==> src/rtl/flash_seq_pkg.sv <==
// constants for the flash command sequencer
// assumes a byte-wide memory bus from the cpu and a 250 MHz system clock
package flash_seq_pkg;
	localparam logic [3:0]  CMD_NIB_MIN     = 4'h8;
	localparam logic [11:0] CMD_OFS_A       = 12'h555;
	localparam logic [11:0] CMD_OFS_B       = 12'hAAA;
	localparam logic [7:0]  KEY_UNLOCK1     = 8'hAA;
	localparam logic [7:0]  KEY_UNLOCK2     = 8'h55;
	localparam logic [7:0]  CMD_PROGRAM     = 8'hA0;
	localparam logic [7:0]  CMD_ERASE_SETUP = 8'h80;
	localparam logic [7:0]  CMD_SECURITY    = 8'hA5;
	localparam logic [7:0]  CMD_ID_ENTRY    = 8'h90;
	localparam logic [7:0]  CMD_ID_EXIT     = 8'hF0;
	localparam logic [7:0]  CMD_SECTOR      = 8'h30;
	localparam logic [7:0]  CMD_CHIP        = 8'h10;
	localparam logic [7:0]  SEC_DATA        = 8'h00;
	localparam logic [15:0] SEC_ADDR        = 16'hFF7F;
	localparam logic [15:0] ID_VENDOR_ADDR  = 16'hF000;
	localparam logic [15:0] ID_FLASH_ADDR   = 16'hF001;
	localparam logic [15:0] FLASH_BASE      = 16'h8000;
	localparam logic [7:0]  ERASED_BYTE     = 8'hFF;
	localparam logic [7:0]  SEC_ON_BYTE     = 8'h00;
	localparam logic [2:0]  WP_ENABLE       = 3'b101;
	localparam logic [2:0]  WP_DISABLE      = 3'b010;
	localparam logic [7:0]  COMMIT_KEY      = 8'hD5;
	localparam logic [1:0]  AREA_DATA       = 2'b00;
	localparam logic [1:0]  AREA_CODE       = 2'b10;
	localparam int          TOGGLE_BIT      = 6;
	localparam int          SECTOR_LSB      = 10;
	localparam int          CLK_MHZ         = 250;
	localparam int          PROG_TIME_US    = 40;
	localparam int          ERASE_TIME_MS   = 40;
	localparam int          PROG_CYCLES     = PROG_TIME_US * CLK_MHZ;
	localparam int          ERASE_CYCLES    = ERASE_TIME_MS * 1000 * CLK_MHZ;
	localparam logic [1:0]  MODE_MCU        = 2'd0;
	localparam logic [1:0]  MODE_SERIAL     = 2'd1;
	localparam logic [1:0]  MODE_PARALLEL   = 2'd2;
	typedef enum logic [3:0] {
		ST_IDLE  = 4'b0000,
		ST_U1    = 4'b0001,
		ST_U2    = 4'b0010,
		ST_PROG4 = 4'b0011,
		ST_SEC4  = 4'b0100,
		ST_E4    = 4'b0101,
		ST_E5    = 4'b0110,
		ST_E6    = 4'b0111,
		ST_BUSY  = 4'b1000
	} seq_state_t;
	typedef enum logic [1:0] {
		OP_PROG  = 2'b00,
		OP_SECT  = 2'b01,
		OP_CHIP  = 2'b10,
		OP_SEC   = 2'b11
	} op_kind_t;
endpackage

==> src/rtl/flash_command_sequencer.sv <==
// flash command sequencer: decodes cpu write sequences, times operations,
// drives the array's program/erase strobes and shapes read data.
// assumes the array answers reads combinationally on i_array_rdata and
// the cpu keeps strobes one cycle long.
//
// The address map and strobed register access are this design's own decisions.
`timescale 1ns/10ps
`default_nettype none
module flash_command_sequencer
	import flash_seq_pkg::*;
#(
	parameter int          ERASE_CNT = ERASE_CYCLES,
	parameter logic [7:0]  VENDOR_ID = 8'h5A, // arbitrary value
	parameter logic [7:0]  FLASH_ID  = 8'h3C  // arbitrary value
) (
	// clock and reset
	input  wire logic        i_sys_clk,
	input  wire logic        i_reset,
	// cpu memory bus
	input  wire logic [15:0] i_addr,
	input  wire logic [7:0]  i_wdata,
	input  wire logic        i_wr,
	input  wire logic        i_rd,
	output logic [7:0]       o_rdata,
	// control register writes
	input  wire logic        i_ctl_wr,
	input  wire logic [2:0]  i_write_protect_mode,
	input  wire logic [1:0]  i_area_select,
	input  wire logic        i_commit_wr,
	input  wire logic [7:0]  i_commit_key,
	input  wire logic [1:0]  i_op_mode,
	input  wire logic        i_serial_overwrite_req,
	input  wire logic        i_ram_loader_req,
	// array interface
	input  wire logic [7:0]  i_array_rdata,
	output logic             o_array_prog,
	output logic             o_array_sect_erase,
	output logic             o_array_chip_erase,
	output logic [15:0]      o_array_addr,
	output logic [7:0]       o_array_wdata,
	// status
	output logic             o_busy,
	output logic             o_id_mode,
	output logic             o_secured,
	output logic             o_cmd_enabled,
	output logic [1:0]       o_area_active,
	output logic             o_serial_overwrite_ok,
	output logic             o_ram_loader_ok
);
	seq_state_t  state_r, state_nxt;
	op_kind_t    op_r, op_nxt;
	logic [2:0]  wp_pend_r, wp_pend_nxt;
	logic [1:0]  area_pend_r, area_pend_nxt;
	logic        cmd_en_r, cmd_en_nxt;
	logic [1:0]  area_r, area_nxt;
	logic        sec_r, sec_nxt;
	logic        id_r, id_nxt;
	logic        tog_r, tog_nxt;
	logic [31:0] cnt_r, cnt_nxt;
	logic [15:0] op_addr_r, op_addr_nxt;
	logic [7:0]  op_data_r, op_data_nxt;
	logic        prog_r, prog_nxt;
	logic        sect_r, sect_nxt;
	logic        chip_r, chip_nxt;
	logic [7:0]  rdata_r, rdata_nxt;
	logic        first_rd_r, first_rd_nxt;

	logic        hi_ok, at_a, at_b, wr_cmd, busy, par_block;
	logic [7:0]  rd_src;

	assign hi_ok     = i_addr[15:12] >= CMD_NIB_MIN;
	assign at_a      = hi_ok && (i_addr[11:0] == CMD_OFS_A);
	assign at_b      = hi_ok && (i_addr[11:0] == CMD_OFS_B);
	assign wr_cmd    = i_wr && cmd_en_r;
	assign busy      = (state_r == ST_BUSY);
	assign par_block = sec_r && (i_op_mode == MODE_PARALLEL);

	// write protect and area select take effect only on the commit key
	always_comb begin
		wp_pend_nxt   = wp_pend_r;
		area_pend_nxt = area_pend_r;
		cmd_en_nxt    = cmd_en_r;
		area_nxt      = area_r;
		if (i_ctl_wr) begin
			wp_pend_nxt   = i_write_protect_mode;
			area_pend_nxt = i_area_select;
		end
		if (i_commit_wr && i_commit_key == COMMIT_KEY) begin
			if (wp_pend_r == WP_ENABLE) begin
				cmd_en_nxt = 1'b1;
			end else if (wp_pend_r == WP_DISABLE) begin
				cmd_en_nxt = 1'b0;
			end
			if (area_pend_r == AREA_DATA || area_pend_r == AREA_CODE) begin
				area_nxt = area_pend_r;
			end
		end
	end

	always_ff @(posedge i_sys_clk) begin
		if (i_reset) begin
			wp_pend_r   <= WP_DISABLE;
			area_pend_r <= AREA_DATA;
			cmd_en_r    <= 1'b0;
			area_r      <= AREA_DATA;
		end else begin
			wp_pend_r   <= wp_pend_nxt;
			area_pend_r <= area_pend_nxt;
			cmd_en_r    <= cmd_en_nxt;
			area_r      <= area_nxt;
		end
	end

	// sequence decoder and operation timer
	always_comb begin
		state_nxt   = state_r;
		op_nxt      = op_r;
		sec_nxt     = sec_r;
		id_nxt      = id_r;
		cnt_nxt     = cnt_r;
		op_addr_nxt = op_addr_r;
		op_data_nxt = op_data_r;
		prog_nxt    = 1'b0;
		sect_nxt    = 1'b0;
		chip_nxt    = 1'b0;
		case (state_r)
		ST_IDLE: begin
			if (wr_cmd && !par_block) begin
				if (i_wdata == CMD_ID_EXIT) begin
					id_nxt = 1'b0;
				end else if (at_a && i_wdata == KEY_UNLOCK1) begin
					state_nxt = ST_U1;
				end
			end
		end
		ST_U1: begin
			if (wr_cmd) begin
				state_nxt = (at_b && i_wdata == KEY_UNLOCK2) ? ST_U2 : ST_IDLE;
			end
		end
		ST_U2: begin
			if (wr_cmd) begin
				state_nxt = ST_IDLE;
				if (at_a && i_wdata == CMD_PROGRAM) begin
					state_nxt = ST_PROG4;
				end else if (at_a && i_wdata == CMD_ERASE_SETUP) begin
					state_nxt = ST_E4;
				end else if (at_a && i_wdata == CMD_SECURITY) begin
					state_nxt = ST_SEC4;
				end else if (at_a && i_wdata == CMD_ID_ENTRY) begin
					id_nxt = 1'b1;
				end
			end
		end
		ST_PROG4: begin
			if (wr_cmd) begin
				state_nxt = ST_IDLE;
				if (i_addr >= FLASH_BASE) begin
					op_addr_nxt = i_addr;
					op_data_nxt = i_wdata;
					op_nxt      = OP_PROG;
					prog_nxt    = 1'b1;
					cnt_nxt     = 32'(PROG_CYCLES - 1);
					state_nxt   = ST_BUSY;
				end
			end
		end
		ST_SEC4: begin
			if (wr_cmd) begin
				state_nxt = ST_IDLE;
				if (i_addr == SEC_ADDR && i_wdata == SEC_DATA) begin
					op_nxt    = OP_SEC;
					cnt_nxt   = 32'(PROG_CYCLES - 1);
					state_nxt = ST_BUSY;
				end
			end
		end
		ST_E4: begin
			if (wr_cmd) begin
				state_nxt = (at_a && i_wdata == KEY_UNLOCK1) ? ST_E5 : ST_IDLE;
			end
		end
		ST_E5: begin
			if (wr_cmd) begin
				state_nxt = (at_b && i_wdata == KEY_UNLOCK2) ? ST_E6 : ST_IDLE;
			end
		end
		ST_E6: begin
			if (wr_cmd) begin
				state_nxt = ST_IDLE;
				if (i_wdata == CMD_SECTOR && i_addr >= FLASH_BASE
					&& i_op_mode != MODE_PARALLEL) begin
					op_addr_nxt = {i_addr[15:SECTOR_LSB], 10'h000};
					op_nxt      = OP_SECT;
					sect_nxt    = 1'b1;
					cnt_nxt     = 32'(ERASE_CNT - 1);
					state_nxt   = ST_BUSY;
				end else if (i_wdata == CMD_CHIP && at_a) begin
					op_nxt    = OP_CHIP;
					chip_nxt  = 1'b1;
					cnt_nxt   = 32'(ERASE_CNT - 1);
					state_nxt = ST_BUSY;
				end
			end
		end
		ST_BUSY: begin
			// writes during the operation are dropped
			if (cnt_r == 32'd0) begin
				state_nxt = ST_IDLE;
				if (op_r == OP_SEC) begin
					sec_nxt = 1'b1;
				end else if (op_r == OP_CHIP) begin
					sec_nxt = 1'b0;
				end
			end else begin
				cnt_nxt = cnt_r - 32'd1;
			end
		end
		default: state_nxt = ST_IDLE;
		endcase
	end

	always_ff @(posedge i_sys_clk) begin
		if (i_reset) begin
			state_r   <= ST_IDLE;
			op_r      <= OP_PROG;
			sec_r     <= 1'b0;
			id_r      <= 1'b0;
			cnt_r     <= 32'd0;
			op_addr_r <= 16'h0000;
			op_data_r <= 8'h00;
			prog_r    <= 1'b0;
			sect_r    <= 1'b0;
			chip_r    <= 1'b0;
		end else begin
			state_r   <= state_nxt;
			op_r      <= op_nxt;
			sec_r     <= sec_nxt;
			id_r      <= id_nxt;
			cnt_r     <= cnt_nxt;
			op_addr_r <= op_addr_nxt;
			op_data_r <= op_data_nxt;
			prog_r    <= prog_nxt;
			sect_r    <= sect_nxt;
			chip_r    <= chip_nxt;
		end
	end

	// read path: id values, toggle bit, security blocking
	always_comb begin
		tog_nxt = tog_r;
		rd_src  = i_array_rdata;
		if (id_r) begin
			if (i_addr == ID_VENDOR_ADDR) begin
				rd_src = VENDOR_ID;
			end else if (i_addr == ID_FLASH_ADDR) begin
				rd_src = FLASH_ID;
			end else if (i_addr == SEC_ADDR) begin
				rd_src = sec_r ? SEC_ON_BYTE : ERASED_BYTE;
			end
		end
		if (par_block) begin
			rd_src = 8'h00;
		end
		if (state_nxt == ST_BUSY && !busy) begin
			tog_nxt = 1'b0;
		end
		rdata_nxt = rdata_r;
		if (i_rd) begin
			rdata_nxt = rd_src;
			if (busy && cmd_en_r) begin
				rdata_nxt[TOGGLE_BIT] = ~tog_r;
				tog_nxt = ~tog_r;
			end
		end
	end

	always_ff @(posedge i_sys_clk) begin
		if (i_reset) begin
			tog_r   <= 1'b0;
			rdata_r <= 8'h00;
		end else begin
			tog_r   <= tog_nxt;
			rdata_r <= rdata_nxt;
		end
	end

	assign o_rdata               = rdata_r;
	assign o_array_prog          = prog_r;
	assign o_array_sect_erase    = sect_r;
	assign o_array_chip_erase    = chip_r;
	assign o_array_addr          = op_addr_r;
	assign o_array_wdata         = op_data_r;
	assign o_busy                = busy;
	assign o_id_mode             = id_r;
	assign o_secured             = sec_r;
	assign o_cmd_enabled         = cmd_en_r;
	assign o_area_active         = area_r;
	assign o_serial_overwrite_ok = i_serial_overwrite_req && !(sec_r && i_op_mode == MODE_SERIAL);
	assign o_ram_loader_ok       = i_ram_loader_req && !(sec_r && i_op_mode == MODE_SERIAL);

	// checker helper: no read seen since the last idle cycle; kept apart from the toggle
	// logic so that the first-read check does not just mirror it
	always_comb begin
		first_rd_nxt = first_rd_r;
		if (!busy) begin
			first_rd_nxt = 1'b1;
		end else if (i_rd) begin
			first_rd_nxt = 1'b0;
		end
	end

	always_ff @(posedge i_sys_clk) begin
		if (i_reset) begin
			first_rd_r <= 1'b1;
		end else begin
			first_rd_r <= first_rd_nxt;
		end
	end

	// checks
	AST_PROG_START: assert property (@(posedge i_sys_clk) disable iff (i_reset)
		$rose(prog_r) |-> busy && op_r == OP_PROG && op_addr_r >= FLASH_BASE)
		else $error("program strobe without busy program");
	AST_SEQ_BLOCK: assert property (@(posedge i_sys_clk) disable iff (i_reset)
		busy |=> !prog_r && !sect_r && !chip_r)
		else $error("operation started while busy");
	AST_WP_IGNORE: assert property (@(posedge i_sys_clk) disable iff (i_reset)
		!cmd_en_r && state_r == ST_IDLE |=> state_r == ST_IDLE || busy)
		else $error("sequence advanced while protected");
	AST_TOGGLE: assert property (@(posedge i_sys_clk) disable iff (i_reset)
		busy && cmd_en_r && i_rd ##1 busy && cmd_en_r && i_rd
		|=> o_rdata[TOGGLE_BIT] != $past(o_rdata[TOGGLE_BIT]))
		else $error("toggle bit did not invert");
	AST_FIRST_ONE: assert property (@(posedge i_sys_clk) disable iff (i_reset)
		busy && i_rd && cmd_en_r && first_rd_r |=> o_rdata[TOGGLE_BIT])
		else $error("first toggle read not one");
	AST_SEC_ID: assert property (@(posedge i_sys_clk) disable iff (i_reset)
		i_rd && id_r && !sec_r && !busy && i_addr == SEC_ADDR |=> o_rdata == ERASED_BYTE)
		else $error("security status wrong");
	AST_SEC_CLEAR: assert property (@(posedge i_sys_clk) disable iff (i_reset)
		$fell(sec_r) |-> $past(op_r) == OP_CHIP && $past(busy))
		else $error("security cleared without chip erase");
	AST_PARALLEL: assert property (@(posedge i_sys_clk) disable iff (i_reset)
		$rose(sect_r) |-> $past(i_op_mode) != MODE_PARALLEL)
		else $error("sector erase in parallel mode");
	AST_SECTOR: assert property (@(posedge i_sys_clk) disable iff (i_reset)
		$rose(sect_r) |-> op_addr_r[9:0] == 10'h000)
		else $error("sector address not aligned");
	AST_PAR_READ: assert property (@(posedge i_sys_clk) disable iff (i_reset)
		i_rd && !busy && sec_r && i_op_mode == MODE_PARALLEL |=> o_rdata == 8'h00)
		else $error("array read while secured in parallel mode");
	COV_PROG: cover property (@(posedge i_sys_clk) $rose(prog_r));
	COV_SECT: cover property (@(posedge i_sys_clk) $rose(sect_r));
	COV_CHIP: cover property (@(posedge i_sys_clk) $rose(chip_r));
	COV_SEC: cover property (@(posedge i_sys_clk) $rose(sec_r));
	COV_ID: cover property (@(posedge i_sys_clk) $fell(id_r));
endmodule
`default_nettype wire

==> config.mk <==
export PLATFORM = sky130hd
export DESIGN_NAME = flash_command_sequencer
export DESIGN_NICKNAME = d
export VERILOG_FILES = /design/src/rtl/flash_seq_pkg.sv /design/src/rtl/flash_command_sequencer.sv
export SDC_FILE = /design/constraint.sdc
export NUM_CORES = 1
export LEC_CHECK = 0
export ABC_AREA = 1
export BUFFER_PORTS_ARGS = -buffer_cell sky130_fd_sc_hd__buf_2
export CAP_MARGIN = 20
export CORE_UTILIZATION = 47
export CTS_CLUSTER_SIZE = 28
export DETAILED_ROUTE_END_ITERATION = 16
export PLACE_DENSITY = 0.71
export SLEW_MARGIN = 20
export SYNTH_ARGS = -nofsm -noshare
export SYNTH_HDL_FRONTEND = slang
export SYNTH_SLANG_ARGS = --single-unit
==> constraint.sdc <==
create_clock -name i_sys_clk -period 3.4 [get_ports i_sys_clk]
set_input_delay 1.02 -clock i_sys_clk [delete_from_list [all_inputs] [get_ports i_sys_clk]]
set_output_delay 1.02 -clock i_sys_clk [all_outputs]
set_load 0.02 [all_outputs]
==> results.md <==
Outcome:
- The flow ran to the end, and the final reports show no timing, DRC or antenna violations.

Flow run:
- Max-cap violations in this run came to 0.

Die:
- The die is 105.6 µm wide.
- The effective utilization at floorplan is approximately 49%.
- In this run the vertical extent of the chip is 105.6 µm.
- The initialized floorplan defines 37 standard-cell rows.
- In this run the standard cell core region covers 0.01037 mm².
- The number of top-level design ports is 98.
- The die outline area is around 0.011 mm².

Yosys:
- The number of distinct library cell variants in the gate-level netlist after synthesis is 35.
- The synthesized netlist cell count is 833.
- The net count after synthesis is 890.
- The count of synthesis-stage warnings from yosys is 0.
- The sequential share of the synthesized area is 33.33%.
- The synthesized cell area is 0.005045 mm².
- In this run, synthesis produced a sequential element count of 84.
- The mean cell area of the mapped netlist is 6.056 µm².

Setup path:
- Along the worst path, the maximum fanout reaches 16.
- The data arrival time of the critical path is 1790 ps.
- The worst setup path is captured at an output pin.
- The worst setup path is of the register to output pin kind.
- STA puts the critical path data required time at about 2400 ps.
- STA classifies the critical path startpoint as a register.

Timing:
- Of the available clock period, the critical path in the final layout requires between 80% and 90%.
- The count of endpoints failing setup in the final report is 0.
- Setup repair after global routing left no endpoint under its margin.
- The final critical delay including setup and external delays is 2813 ps.
- Static timing analysis puts the maximum clock frequency at roughly 360 MHz.
- The max-slew violation count is 0.
- The setup skew after layout is about 9.9 ps.
- In the final timing run, aggregate negative setup slack is 0 ps.
- The transition time of the tightest slew-check pin is 698.1 ps.
- The worst pin sits at a relative slew slack of 53.41%.
- The number of hold-slack violations in the final timing report was 0.

Global route:
- The number of antenna violations at the first check in global routing is 0.
- The first global-routing pass estimated 23.90 mm of wire.
- For this run, the total global-route usage over all layers was measured as 26.61%.
- The total overflow left after global routing is 0.
- Entering global routing, the biggest net connects 42 pins.
- The via count of the first global-routing pass was 5142.

Route:
- The ratio of routed vias to standard cells is 5.230.
- After detailed routing, the average wire length per cell comes to around 13 µm.
- The via count is 5560.
- The number of antenna-violating nets in the routed design is 0.
- The first detailed-routing pass ran for 5 iterations.
- The final routed DRC violation total is 0.
- The total wire length after detailed routing is about 14 mm.
- The first routing iteration left 388 violations.

Final layout:
- For this run, the number of standard cells in the final layout without fillers is 1063.
- The number of antenna diodes in the final layout is 0.
- Relative to the synthesized area, the layout overhead comes to 15.50%.
- In the layout the commonest cells are nand2_1 (203), nor2_1 (189), buf_2 (97), dfxtp_1 (84), inv_1 (74).
- The fraction of final layout cells with drive strength greater than 1 is 14.99%.
- After the last flow step, the layout net total stands at 980.
- The leading cell type in the layout, fill and taps excluded is nand2_1.

Place:
- Input and output buffers added on the ports amount to 97.
- At the end of routability-driven placement, the weighted congestion stood at 0.9502.
- The placed instance count is 1048.
- The half-perimeter wire length after placement is 9.944 mm.

CTS:
- Counting the buffers created by CTS gives 9.
- The clock sink count is 84.
- The cell at the root of the clock tree is clkbuf_8.
- After clock tree synthesis, the flow added hold-fix buffers numbering 0.
- The later pin in the worst-skew pair is clocked with a latency of 380 ps.
- The post-cts repair resize count is 0.
- In this run the number of H-tree levels came out at 3.
- The number of buffers inserted to repair setup after CTS is 0.
- The TritonCTS clock tree is yes.
- The clock-pin slew on the worst setup and hold paths is 80 ps.
- The largest buffer count on any clock path is 2.

Power and ir drop:
- The worst-case IR drop observed on VDD is 0.0003947 V.
- The power density over the cells is 332.9 mW/mm².
- The leakage power summed over all cells is 0.002964 µW.

Hold path:
- The type of the most critical hold path is register to register.
==> per-layer routing <==
layer,track usage (%),part of all wire [%]
met5,0,0
met4,7.837,1.4
met2,43.05,45
met1,34.34,45
met3,7.669,7.7
==> cells in the mapped netlist <==
cell	count	area share [%]
clkbuf_1	14	1.0
o211ai_1	3	0.45
nor3_1	15	1.5
nor2_2	4	0.50
o21ai_0	63	6.2
xnor2_1	3	0.52
a21oi_1	64	6.3
nor2_8	1	0.40
dfxtp_1	84	33
buf_2	3	0.30
nor2_1	189	14
a31oi_1	1	0.12
nand2b_1	1	0.12
nand4_1	12	1.5
nor2_4	3	0.67
nor3_4	1	0.32
nand2_1	203	15
nand2_2	7	0.87
o31ai_1	1	0.15
clkbuf_2	2	0.20
nor4_1	2	0.25
nand2_4	1	0.22
o21ai_1	6	0.60
o21a_1	1	0.15
nand3_1	43	4.3
o21bai_1	7	1.0
nand3_2	2	0.40
clkinv_1	2	0.15
a211oi_1	1	0.15
ha_1	2	0.50
inv_1	74	5.5
buf_6	5	1.1
inv_2	3	0.22
nand3b_1	1	0.15
xor2_1	9	1.6
==> report_power, final <==
| part | total, µW | switching [µW] | leakage [µW] | internal [µW] |
|---|---|---|---|---|
| Clock | 811 | 381 | 0.000109 | 430 |
| Sequential | 996 | 4.17 | 0.000679 | 992 |
| Combinational | 132 | 84.8 | 0.00218 | 47.5 |
==> cells by family (layout without fill, tap and decap cells) <==
logic type | count (synthesis) | count (layout) | share of synthesized area [%]
adder cells (fa/ha/maj) | 2 | 2 | 0.4960
AND/OR/NAND/NOR | 485 | 485 | 40.30
buffers and inverters | 103 | 197 | 8.532
AO/OA/AOI/OAI | 147 | 147 | 15.25
flip-flops | 84 | 84 | 33.33
XOR/XNOR | 12 | 12 | 2.084
==> critical path, stage by stage (launching register included) <==
cell,delay (ps)
dfxtp_1,360
nor2_2,190
inv_2,70
nor3_4,520
buf_2,280
==> per-stage QoR <==
stage	total power (µW)	utilization (%)	worst slack [ps]	cell area (µm²)	hold WS, ps
after floorplan	1085	-	978.2	5045	440.2
after global placement	1150	54.11	641.0	5612	443.4
after detailed placement	1151	54.11	617.9	5612	448.3
after CTS	1956	56.19	570.2	5827	463.4
after global routing	2018	56.19	455.6	5827	481.3
final	1940	56.19	586.9	5827	456.2
==> path summary, 6_finish.rpt <==
check	cells past startpoint	slack, ps	from	end
worst max-delay path	4	590	state_r[0]	o_busy
worst max register to register	10	1010	state_r[0]	cnt_r[20]
worst min register to register	2	460	o_area_active[0]	o_area_active[0]
worst min-delay path	2	460	o_area_active[0]	o_area_active[0]
==> final cells by class <==
| cell class | instances | area [µm²] |
|---|---|---|
| flip-flops and latches | 84 | 1682 |
| multi-input cells | 646 | 2933 |
| clock buffers | 11 | 141.4 |
| well taps | 136 | 170.2 |
| clock inverters | 4 | 73.82 |
| repair buffers | 103 | 530.5 |
| fillers | 1085 | 4543 |
| inverters | 79 | 296.5 |
==> flip-flops by register name (all words and copies together), names as in the netlist, 2 cells and up <==
signal / count
cnt_r: 32
o_array_addr: 16
o_array_wdata: 8
o_rdata: 8
state_r: 4
wp_pend_r: 3
area_pend_r: 2
o_area_active: 2
op_r: 2
Note: power is estimated with default switching activity, not from simulation.
